[config.mk]
export PLATFORM = sky130hd
export DESIGN_NAME = cssp_port
export DESIGN_NICKNAME = d
export VERILOG_FILES = /design/src/hw/cssp_pkg.sv /design/src/hw/cssp_fifo.sv /design/src/hw/cssp_port.sv
export VERILOG_INCLUDE_DIRS = /design/src /design/src/hw
export SDC_FILE = /design/constraint.sdc
export NUM_CORES = 2
export LEC_CHECK = 0
export BUFFER_PORTS_ARGS = -buffer_cell sky130_fd_sc_hd__buf_2
export CAP_MARGIN = 20
export CORE_ASPECT_RATIO = 1.1
export CORE_MARGIN = 4
export CORE_UTILIZATION = 55
export CTS_CLUSTER_SIZE = 8
export DETAILED_ROUTE_END_ITERATION = 10
export GPL_TIMING_DRIVEN = 1
export PLACE_DENSITY_LB_ADDON = 0.25
export SETUP_SLACK_MARGIN = 0.5
export SYNTH_ARGS = -nofsm -noshare
export SYNTH_HDL_FRONTEND = slang
export SYNTH_HIERARCHICAL = 1
export SYNTH_SLANG_ARGS = --single-unit
[constraint.sdc]
create_clock -name clk -period 10.2 [get_ports clk]
set_clock_uncertainty 0.05 [all_clocks]
set_input_delay 2.04 -clock clk [delete_from_list [all_inputs] [get_ports clk]]
set_output_delay 2.04 -clock clk [all_outputs]
set_load 0.02 [all_outputs]
[src/hw/cssp_consts.svh]
// Constants of the codec synchronous serial port: sizes, field widths and reset values.
`ifndef CSSP_CONSTS_SVH
`define CSSP_CONSTS_SVH

`define CSSP_MEM_ROWS      24
`define CSSP_ROW_AW        5
`define CSSP_CNT_W         6
`define CSSP_DEPTH_WIDE    6'h18
`define CSSP_DEPTH_NARROW  6'h30
`define CSSP_NARROW_MAXLEN 5'h0F
`define CSSP_WLEN_W        5
`define CSSP_WPF_W         4
`define CSSP_BYTE_W        8
`define CSSP_FRAME_RST     8'hFF
`define CSSP_STRAP_TAKE    2'h2
`define CSSP_STRAP_DONE    2'h3
`define CSSP_RX_MASK_BASE  32'hFFFF_FFFE
`define CSSP_HALF_ZERO     16'h0000
`define CSSP_WORD_ZERO     32'h0000_0000

`endif

[src/hw/cssp_pkg.sv]
// Types shared by the codec synchronous serial port.
package cssp_pkg;

  typedef enum logic [1:0] {
    CSSP_IDLE  = 2'b01,
    CSSP_SHIFT = 2'b10
  } cssp_state_t;

endpackage

[src/hw/cssp_fifo.sv]
// Sample FIFO: 24 rows of 32 bits, used as 48 halfwords or 24 words.
`timescale 1ns/1ps
`default_nettype none
`include "cssp_consts.svh"

module cssp_fifo (
  // Clock and reset
  input  wire logic        clk,
  input  wire logic        rst,
  // Mode
  input  wire logic        flush,
  input  wire logic        wide,
  // Fill side
  input  wire logic        pushValid,
  input  wire logic [31:0] pushData,
  output logic             pushReady,
  // Drain side
  output logic [31:0]      popData,
  output logic             popValid,
  input  wire logic        popReady,
  // Fill level
  output logic [5:0]       count
);
  import cssp_pkg::*;

  logic [31:0]                 mem [0:`CSSP_MEM_ROWS-1];
  logic [`CSSP_CNT_W-1:0]      wrPtr_r;
  logic [`CSSP_CNT_W-1:0]      rdPtr_r;
  logic [`CSSP_CNT_W-1:0]      count_r;
  logic [31:0]                 popData_r;
  logic                        popValid_r;
  wire  [`CSSP_CNT_W-1:0]      depth   = wide ? `CSSP_DEPTH_WIDE : `CSSP_DEPTH_NARROW;
  wire                         full    = (count_r == depth);
  wire                         doPush  = pushValid && !full;
  wire                         doPop   = popReady && popValid_r;
  wire  [`CSSP_ROW_AW-1:0]     wrRow   = wide ? wrPtr_r[4:0] : wrPtr_r[5:1];
  wire  [`CSSP_ROW_AW-1:0]     rdRow   = wide ? rdPtr_r[4:0] : rdPtr_r[5:1];
  wire  [`CSSP_CNT_W-1:0]      wrNext  = (wrPtr_r == depth - 6'h01) ? 6'h00 : wrPtr_r + 6'h01;
  wire  [`CSSP_CNT_W-1:0]      rdNext  = (rdPtr_r == depth - 6'h01) ? 6'h00 : rdPtr_r + 6'h01;
  wire  [31:0]                 rowData = mem[rdRow];
  wire  [15:0]                 rdHalf  = rdPtr_r[0] ? rowData[15:0] : rowData[31:16];

  assign pushReady = !full;
  assign popData   = popData_r;
  assign popValid  = popValid_r;
  assign count     = count_r;

  ////////////////////////////////////////////////////////////////////////////
  // Storage. A narrow entry fills one half; even entries take the upper half.
  always_ff @(posedge clk) begin
    if (doPush && wide) begin
      mem[wrRow] <= pushData;
    end else if (doPush && wrPtr_r[0]) begin
      mem[wrRow][15:0] <= pushData[15:0];
    end else if (doPush) begin
      mem[wrRow][31:16] <= pushData[15:0];
    end
  end

  ////////////////////////////////////////////////////////////////////////////
  // Pointers. Head data is re-read every cycle, so it is withheld for one
  // cycle after each pop while the new head settles.
  always_ff @(posedge clk) begin
    if (rst || flush) begin
      wrPtr_r    <= 6'h00;
      rdPtr_r    <= 6'h00;
      count_r    <= 6'h00;
      popValid_r <= 1'b0;
      popData_r  <= `CSSP_WORD_ZERO;
    end else begin
      if (doPush) begin
        wrPtr_r <= wrNext;
      end
      if (doPop) begin
        rdPtr_r <= rdNext;
      end
      count_r    <= count_r + {5'h00, doPush} - {5'h00, doPop};
      popValid_r <= (count_r != 6'h00) && !doPop;
      popData_r  <= wide ? rowData : {`CSSP_HALF_ZERO, rdHalf};
    end
  end

endmodule // cssp_fifo

`default_nettype wire

[src/hw/cssp_port.sv]
// Codec synchronous serial port: bit clock and frame generation, shifters and sample FIFOs.
`timescale 1ns/1ps
`default_nettype none
`include "cssp_consts.svh"

module cssp_port (
  // Clock and reset
  input  wire logic                    clk,
  input  wire logic                    rst,
  // Configuration
  input  wire logic                    cfgMaster,
  input  wire logic                    cfgLoopback,
  input  wire logic                    cfgLongFrame,
  input  wire logic [4:0]              cfgWordLen,
  input  wire logic [3:0]              cfgWordsPerFrame,
  input  wire logic [7:0]              cfgBitsPerFrame,
  input  wire logic [7:0]              cfgClockDiv,
  input  wire logic [5:0]              cfgRxThreshold,
  input  wire logic [5:0]              cfgTxThreshold,
  input  wire logic                    cfgRxIrqEnable,
  input  wire logic                    cfgTxIrqEnable,
  // Strap and reference clock
  input  wire logic                    masterStrapInput,
  input  wire logic                    referenceClock,
  // Codec pins
  input  wire logic                    serialIn,
  output logic                         serialOut,
  input  wire logic                    bitClkIn,
  output logic                         bitClkOut,
  output logic                         bitClkOeN,
  input  wire logic                    frameSyncIn,
  output logic                         frameSyncOut,
  output logic                         frameSyncOeN,
  // Transmit FIFO fill
  input  wire logic [31:0]             txWrData,
  input  wire logic                    txWrValid,
  output logic                         txWrReady,
  // Receive FIFO drain
  output logic [31:0]                  rxRdData,
  output logic                         rxRdValid,
  input  wire logic                    rxRdReady,
  // Status
  output logic [5:0]                   txLevel,
  output logic [5:0]                   rxLevel,
  output logic                         txIrq,
  output logic                         rxIrq,
  output logic                         masterActive,
  output logic                         frameActive
);
  import cssp_pkg::*;

  ////////////////////////////////////////////////////////////////////////////
  // Input synchronisers and strap capture.
  logic [2:0]  refSync_r;
  logic [2:0]  sclkSync_r;
  logic [1:0]  syncInSync_r;
  logic [1:0]  sdiSync_r;
  logic [1:0]  strapSync_r;
  logic [1:0]  strapCnt_r;
  logic        strap_r;
  logic        master_r;
  logic        wide_r;

  always_ff @(posedge clk) begin
    if (rst) begin
      refSync_r    <= 3'h0;
      sclkSync_r   <= 3'h0;
      syncInSync_r <= 2'h0;
      sdiSync_r    <= 2'h0;
      strapSync_r  <= 2'h0;
    end else begin
      refSync_r    <= {refSync_r[1:0], referenceClock};
      sclkSync_r   <= {sclkSync_r[1:0], bitClkIn};
      syncInSync_r <= {syncInSync_r[0], frameSyncIn};
      sdiSync_r    <= {sdiSync_r[0], serialIn};
      strapSync_r  <= {strapSync_r[0], masterStrapInput};
    end
  end

  // The strap is caught once, after it has passed both synchroniser stages.
  always_ff @(posedge clk) begin
    if (rst) begin
      strapCnt_r <= 2'h0;
      strap_r    <= 1'b0;
    end else if (strapCnt_r != `CSSP_STRAP_DONE) begin
      strapCnt_r <= strapCnt_r + 2'h1;
      if (strapCnt_r == `CSSP_STRAP_TAKE) begin
        strap_r <= strapSync_r[1];
      end
    end
  end

  // A mismatch between select bit and strap leaves the port a listener.
  wire masterNxt = cfgMaster && strap_r;
  wire wideNxt   = (cfgWordLen > `CSSP_NARROW_MAXLEN);
  wire fifoFlush = (wideNxt != wide_r);

  always_ff @(posedge clk) begin
    if (rst) begin
      master_r <= 1'b0;
      wide_r   <= 1'b0;
    end else begin
      master_r <= masterNxt;
      wide_r   <= wideNxt;
    end
  end

  ////////////////////////////////////////////////////////////////////////////
  // FIFOs.
  logic [31:0] txPopData;
  logic        txPopValid;
  logic        txPop;
  logic [31:0] rxPushData_r;
  logic        rxPush_r;
  logic        rxPushReady;

  cssp_fifo txFifo (
    .clk       (clk),
    .rst       (rst),
    .flush     (fifoFlush),
    .wide      (wide_r),
    .pushValid (txWrValid),
    .pushData  (txWrData),
    .pushReady (txWrReady),
    .popData   (txPopData),
    .popValid  (txPopValid),
    .popReady  (txPop),
    .count     (txLevel)
  );

  cssp_fifo rxFifo (
    .clk       (clk),
    .rst       (rst),
    .flush     (fifoFlush),
    .wide      (wide_r),
    .pushValid (rxPush_r),
    .pushData  (rxPushData_r),
    .pushReady (rxPushReady),
    .popData   (rxRdData),
    .popValid  (rxRdValid),
    .popReady  (rxRdReady),
    .count     (rxLevel)
  );

  ////////////////////////////////////////////////////////////////////////////
  // Master bit clock and frame pulse generation.
  logic [7:0]  divCnt_r;
  logic        sclkOut_r;
  logic [7:0]  frameBit_r;
  logic        syncOut_r;
  logic        txHeld_r;

  wire         refRise   = refSync_r[1] && !refSync_r[2];
  wire         divHit    = refRise && (divCnt_r == cfgClockDiv);
  wire         mRise     = master_r && divHit && !sclkOut_r;
  wire         mFall     = master_r && divHit && sclkOut_r;
  wire         frameWrap = (frameBit_r >= cfgBitsPerFrame);
  wire         txWaiting = txHeld_r || txPopValid;
  wire         withhold  = cfgLoopback && !txWaiting;
  wire         holdFrame = frameWrap && withhold;
  wire [7:0]   nextBit   = frameWrap ? 8'h00 : frameBit_r + 8'h01;
  wire         longSync  = ({3'h0, nextBit} <= {6'h00, cfgWordLen});
  wire         shortSync = (nextBit == cfgBitsPerFrame) && !withhold;
  wire         syncNxt   = cfgLongFrame ? longSync : shortSync;

  always_ff @(posedge clk) begin
    if (rst || !master_r) begin
      divCnt_r  <= 8'h00;
      sclkOut_r <= 1'b0;
    end else if (divHit) begin
      divCnt_r  <= 8'h00;
      sclkOut_r <= !sclkOut_r;
    end else if (refRise) begin
      divCnt_r  <= divCnt_r + 8'h01;
    end
  end

  always_ff @(posedge clk) begin
    if (rst || !master_r) begin
      frameBit_r <= `CSSP_FRAME_RST;
      syncOut_r  <= 1'b0;
    end else if (mRise && holdFrame) begin
      syncOut_r  <= 1'b0;
    end else if (mRise) begin
      frameBit_r <= nextBit;
      syncOut_r  <= syncNxt;
    end
  end

  ////////////////////////////////////////////////////////////////////////////
  // Common bit events: generated in master mode, recovered in slave mode.
  wire sRise    = sclkSync_r[1] && !sclkSync_r[2];
  wire sFall    = !sclkSync_r[1] && sclkSync_r[2];
  wire bitRise  = master_r ? mRise : sRise;
  wire bitFall  = master_r ? mFall : sFall;
  wire syncSeen = master_r ? syncOut_r : syncInSync_r[1];

  logic        syncPrev_r;
  logic        shortArm_r;
  cssp_state_t state_r;
  cssp_state_t state_nxt;
  logic [4:0]  bitCnt_r;
  logic [3:0]  wordCnt_r;
  logic [31:0] rxSh_r;
  logic [31:0] txSh_r;
  logic        txLoad_r;
  logic        serialOut_r;

  wire isIdle    = (state_r == CSSP_IDLE);
  wire longStart = syncSeen && !syncPrev_r;
  wire startFall = bitFall && isIdle && (cfgLongFrame ? longStart : shortArm_r);
  wire sampleNow = bitFall && (!isIdle || startFall);
  wire dataIn    = cfgLoopback ? txSh_r[31] : sdiSync_r[1];
  wire [31:0] rxShNxt  = {rxSh_r[30:0], dataIn};
  wire [31:0] rxMask   = ~(`CSSP_RX_MASK_BASE << cfgWordLen);
  wire        lastBit  = (bitCnt_r == cfgWordLen);
  wire        lastWord = (wordCnt_r == cfgWordsPerFrame);
  wire        frameEnd = sampleNow && lastBit && lastWord;
  wire [31:0] txAlign  = wide_r ? txPopData : {txPopData[15:0], `CSSP_HALF_ZERO};
  wire        idleLoad = isIdle && !txHeld_r && txPopValid && !startFall;
  wire        riseLoad = bitRise && !isIdle && txLoad_r && txPopValid;

  assign txPop = idleLoad || riseLoad;

  always_ff @(posedge clk) begin
    if (rst) begin
      syncPrev_r <= 1'b0;
      shortArm_r <= 1'b0;
    end else if (bitFall) begin
      syncPrev_r <= syncSeen;
      shortArm_r <= syncSeen && !cfgLongFrame;
    end
  end

  always_comb begin
    case (state_r)
      CSSP_IDLE: begin
        state_nxt = startFall ? CSSP_SHIFT : CSSP_IDLE;
      end
      CSSP_SHIFT: begin
        state_nxt = frameEnd ? CSSP_IDLE : CSSP_SHIFT;
      end
      default: begin
        state_nxt = CSSP_IDLE;
      end
    endcase
  end

  ////////////////////////////////////////////////////////////////////////////
  // Receive side: sample on the falling edge, store right-justified.
  always_ff @(posedge clk) begin
    if (rst) begin
      state_r      <= CSSP_IDLE;
      bitCnt_r     <= 5'h00;
      wordCnt_r    <= 4'h0;
      rxSh_r       <= `CSSP_WORD_ZERO;
      rxPush_r     <= 1'b0;
      rxPushData_r <= `CSSP_WORD_ZERO;
    end else begin
      state_r  <= state_nxt;
      rxPush_r <= 1'b0;
      if (sampleNow) begin
        rxSh_r <= rxShNxt;
        if (lastBit) begin
          bitCnt_r     <= 5'h00;
          rxPush_r     <= 1'b1;
          rxPushData_r <= rxShNxt & rxMask;
          wordCnt_r    <= lastWord ? 4'h0 : wordCnt_r + 4'h1;
        end else begin
          bitCnt_r <= bitCnt_r + 5'h01;
        end
      end
    end
  end

  ////////////////////////////////////////////////////////////////////////////
  // Transmit side: the first word of a frame is preloaded while idle, so its
  // leading bit already stands on the line when the frame opens. A width change
  // drops the preloaded word too, since it belongs to the flushed FIFO.
  always_ff @(posedge clk) begin
    if (rst) begin
      txSh_r   <= `CSSP_WORD_ZERO;
      txHeld_r <= 1'b0;
      txLoad_r <= 1'b0;
    end else if (fifoFlush) begin
      txSh_r   <= `CSSP_WORD_ZERO;
      txHeld_r <= 1'b0;
      txLoad_r <= 1'b0;
    end else if (frameEnd) begin
      txSh_r   <= `CSSP_WORD_ZERO;
      txLoad_r <= 1'b0;
    end else if (startFall) begin
      txHeld_r <= 1'b0;
    end else if (idleLoad) begin
      txSh_r   <= txAlign;
      txHeld_r <= 1'b1;
    end else if (sampleNow && lastBit) begin
      txLoad_r <= 1'b1;
    end else if (bitRise && !isIdle && txLoad_r) begin
      txSh_r   <= riseLoad ? txAlign : `CSSP_WORD_ZERO;
      txLoad_r <= 1'b0;
    end else if (bitRise && !isIdle) begin
      txSh_r   <= {txSh_r[30:0], 1'b0};
    end
  end

  ////////////////////////////////////////////////////////////////////////////
  // Pins and status.
  always_ff @(posedge clk) begin
    if (rst) begin
      serialOut_r <= 1'b0;
      txIrq       <= 1'b0;
      rxIrq       <= 1'b0;
    end else begin
      serialOut_r <= cfgLoopback ? 1'b0 : txSh_r[31];
      rxIrq       <= cfgRxIrqEnable && (rxLevel > cfgRxThreshold);
      txIrq       <= cfgTxIrqEnable && (txLevel < cfgTxThreshold);
    end
  end

  assign serialOut    = serialOut_r;
  assign bitClkOut    = sclkOut_r;
  assign bitClkOeN    = !master_r;
  assign frameSyncOut = syncOut_r;
  assign frameSyncOeN = !master_r;
  assign masterActive = master_r;
  assign frameActive  = !isIdle;

endmodule // cssp_port

`default_nettype wire

==> impl_metrics.env <==
export IMPL_ys_ff_latch=1787
export IMPL_drive_above_1_share=0.1263
export IMPL_die_w_um=379.8
export IMPL_drtAntennaViolNets=0
export IMPL_setup_slack_ps=4757
export IMPL_syn_inst=6120
export IMPL_synthesis_nets=6257
export IMPL_rsz0062_at_grt="no"
export IMPL_synth_edf_count=1536
export IMPL_synth_simple_area_share=0.06402
export IMPL_gr_total_overflow=0
export IMPL_cts_root_buf="clkbuf_16"
export IMPL_synth_xor_area_share=0.006599
export IMPL_synth_top_cell_area_share=0.5516
export IMPL_grt_total_usage=0.2736
export IMPL_cp_arrival_ps=6110
export IMPL_finalCritPeriodShare=0.5337
export IMPL_num_vias=54480
export IMPL_ys_seq_area_frac=0.6117
export IMPL_cp_slowest_cell="or4_1"
export IMPL_post_cts_buffers=0
export IMPL_synthArstFlopShare=0
export IMPL_crit_path_cell_trace="buf_2 -> xnor2_1 -> nand3_1 -> or4_1 -> a21oi_2 -> o21ai_2 -> and2_1 -> ha_1 -> inv_1 -> ha_1 -> fa_1 -> a21oi_1 -> nor2_1 -> nor2_1 -> xor2_1 -> nor2_1"
export IMPL_critPathRequiredTime_ps=10870
export IMPL_die_h_um=416.9
export IMPL_fmax_mhz=183.7
export IMPL_grt_pass1_vias=54140
export IMPL_drv_slew=0
export IMPL_critPathTopFamily="simple AND/OR/NAND/NOR gates"
export IMPL_synth_top_family_by_area="multiplexers"
export IMPL_antenna_found_initial=16
export IMPL_fin_tns_setup_ps=0
export IMPL_yosysMostFrequentCell="edfxtp_1"
export IMPL_cp_start_kind="primary input"
export IMPL_cts_made_buffers=241
export IMPL_yosys_area_share_adder=0.008260
export IMPL_drtPass1Iterations=8
export IMPL_tightest_slew_ps=1127
export IMPL_via_per_inst=6.574
export IMPL_worstSetupEndpointType="flop"
export IMPL_instances_no_fill=8287
export IMPL_coreArea_um2=150400
export IMPL_post_route_drc_count=0
export IMPL_clockBufferDepth=3
export IMPL_gp_congestion=0.8720
export IMPL_synth_largest_area_cell="edfxtp_1"
export IMPL_min_period_ps=5443
export IMPL_setup_violations=0
export IMPL_hold_path_class="flop to flop"
export IMPL_wire_per_inst_um=26.94
export IMPL_post_place_ws_ps=3883
export IMPL_maxCapViolations=0
export IMPL_muxShareOfSynthArea=0.1810
export IMPL_tritoncts="yes"
export IMPL_yosys_warnings=6
export IMPL_die_area_um2=158300
export IMPL_p_leak_uw=0.02773
export IMPL_clkLatencyLatePin_ps=870
export IMPL_synth_compound_gate_area_share=0.09489
export IMPL_crit_buf_inv=2
export IMPL_nets=6343
export IMPL_synth_flop_cell="edfxtp_1"
export IMPL_internal_power_uw=12430
export IMPL_ios=138
export IMPL_portBuffers=137
export IMPL_swShare=0.2144
export IMPL_clkPwrFrac=0.458
export IMPL_hold_buffers=0
export IMPL_cts_max_level=4
export IMPL_hpwl_mm=132.9
export IMPL_power_share_combinational=0.036
export IMPL_grt_pass1_wl_mm=333.2
export IMPL_path_max_fanout=18
export IMPL_slew_headroom=0.2476
export IMPL_worst_path_most_repeated_cell="nor2_1"
export IMPL_synth_area_leaders="edfxtp_1 (55%), mux2i_1 (15%), dfxtp_1 (6.0%)"
export IMPL_area_growth_pct=10.68
export IMPL_drtIter0Drc=5423
export IMPL_p_per_area_nw_per_um2=171.0
export IMPL_start_util=0.5557
export IMPL_finalPower_uw=15830
export IMPL_status="finished, final reports clean"
export IMPL_finalHoldWorstSlack_ps=331.6
export IMPL_wirelength_mm=223.3
export IMPL_finalHoldViolations=0
export IMPL_dp_cells=7918
export IMPL_max_stage_delay_ps=740
export IMPL_grt_max_degree=116
export IMPL_avgSynthCellArea_um2=13.66
export IMPL_rows=149
export IMPL_syn_area_um2=83610
export IMPL_synth_distinct_cells=91
export IMPL_ys_top_cells_by_count="edfxtp_1 (1536), mux2i_1 (1260), a22oi_1 (340), o22ai_1 (286), dfxtp_1 (251)"
export IMPL_ir_drop_v=0.0002040
export IMPL_cts_resized_gates=0
export IMPL_clk_pin_slew_worst_paths_ps=60
export IMPL_power_share_sequential=0.505
export IMPL_clock_sinks=1787
export IMPL_crit_type="primary input to flop"
export IMPL_p_sw_uw=3394
area by class of cell:
type,instances,area (um^2)
multi-input cells,3809,29810
fillers,11230,57910
repair buffers,308,2126
flip-flops and latches,1787,51170
inverters,59,221.5
diodes,5,12.51
clock buffers,343,6466
clock inverters,13,281.5
well taps,1963,2456
per-stage QoR:
stage | instance area, um^2 | util
floorplan | 83610 | -
global placement | 85610 | 0.5691
detailed placement | 85610 | 0.5691
CTS | 92360 | 0.6139
global route | 92530 | 0.6150
finish | 92540 | 0.6151
layer usage:
layer	share of wire	track usage	wire length [um]
met4	0.042	0.1161	9353
met5	0.00017	0	37
met2	0.49	0.4625	110400
met3	0.072	0.04851	16120
met1	0.39	0.3494	87310
sequential cells by signal, indices dropped and copies added, names as in the netlist, 5 cells and up:
name and flops:
txFifo/rdPtr_r 6, rxFifo/mem 768, rxFifo/count 6, txSh_r 32, txFifo/mem 768, bitCnt_r 5
txFifo/popData 32, txFifo/wrPtr_r 6, rxPushData_r 32, txFifo/count 6, rxFifo/wrPtr_r 6, rxFifo/popData 32
rxFifo/rdPtr_r 6, frameBit_r 8, divCnt_r 8, rxSh_r 31
worst reg2reg max path, stage by stage, from the launching register on:
cell and delay (ps):
dfxtp_4 650, buf_4 740, buf_4 810, nand2b_2 730, buf_4 720, o22ai_1 230, nor3_1 250, o21ai_0 260
nand4_1 440, o31ai_1 130
cells by family (layout without fill, tap and decap cells):
| logic type | count (synthesis) | after routing |
|---|---|---|
| mux | 1428 | 1428 |
| buf+inv | 524 | 723 |
| compound gates | 1173 | 1173 |
| other cells | 0 | 5 |
| fa+ha+maj | 54 | 54 |
| flops | 1787 | 1787 |
| xor+xnor | 63 | 63 |
| simple gates | 1091 | 1091 |
final timing paths:
kind / from / cells after the start / slack [ps] / endpoint
setup / recovery: cfgClockDiv[7] / 16 / 4760 / txFifo/count[4]
hold / removal: strapSync_r[0] / 1 / 330 / strapSync_r[1]
setup reg to reg: rxFifo/rdPtr_r[1] / 9 / 5020 / rxFifo/popData[12]
hold reg to reg: strapSync_r[0] / 1 / 330 / strapSync_r[1]
layout by cell type, fill, tap and decap left out, drive strengths merged, types with 18 or more instances in the layout:
cell	instances
mux2	111
nor3	188
buf	308
clkbuf	343
nor2b	48
o21ai	146
inv	61
dfxtp	251
o31ai	32
and3	34
and2	19
xor2	34
a211oi	18
o22ai	287
nand4	56
mux2i	1263
a22oi	340
edfxtp	1536
a21oi	176
a221o	28
ha	52
nand2b	24
nand3	186
a311oi	31
xnor2	29
nand2	216
mux4	54
a221oi	22
nor2	249
power by group through the flow:
stage	registers (uW)	logic (uW)	clock network (uW)
after floorplan	8130	348	0
final	7990	577	7250
after detailed placement	8130	569	0
after global placement	8130	558	0
after CTS	7990	572	7350
after global routing	7990	616	7690
Note: power is estimated with default switching activity, not from simulation.
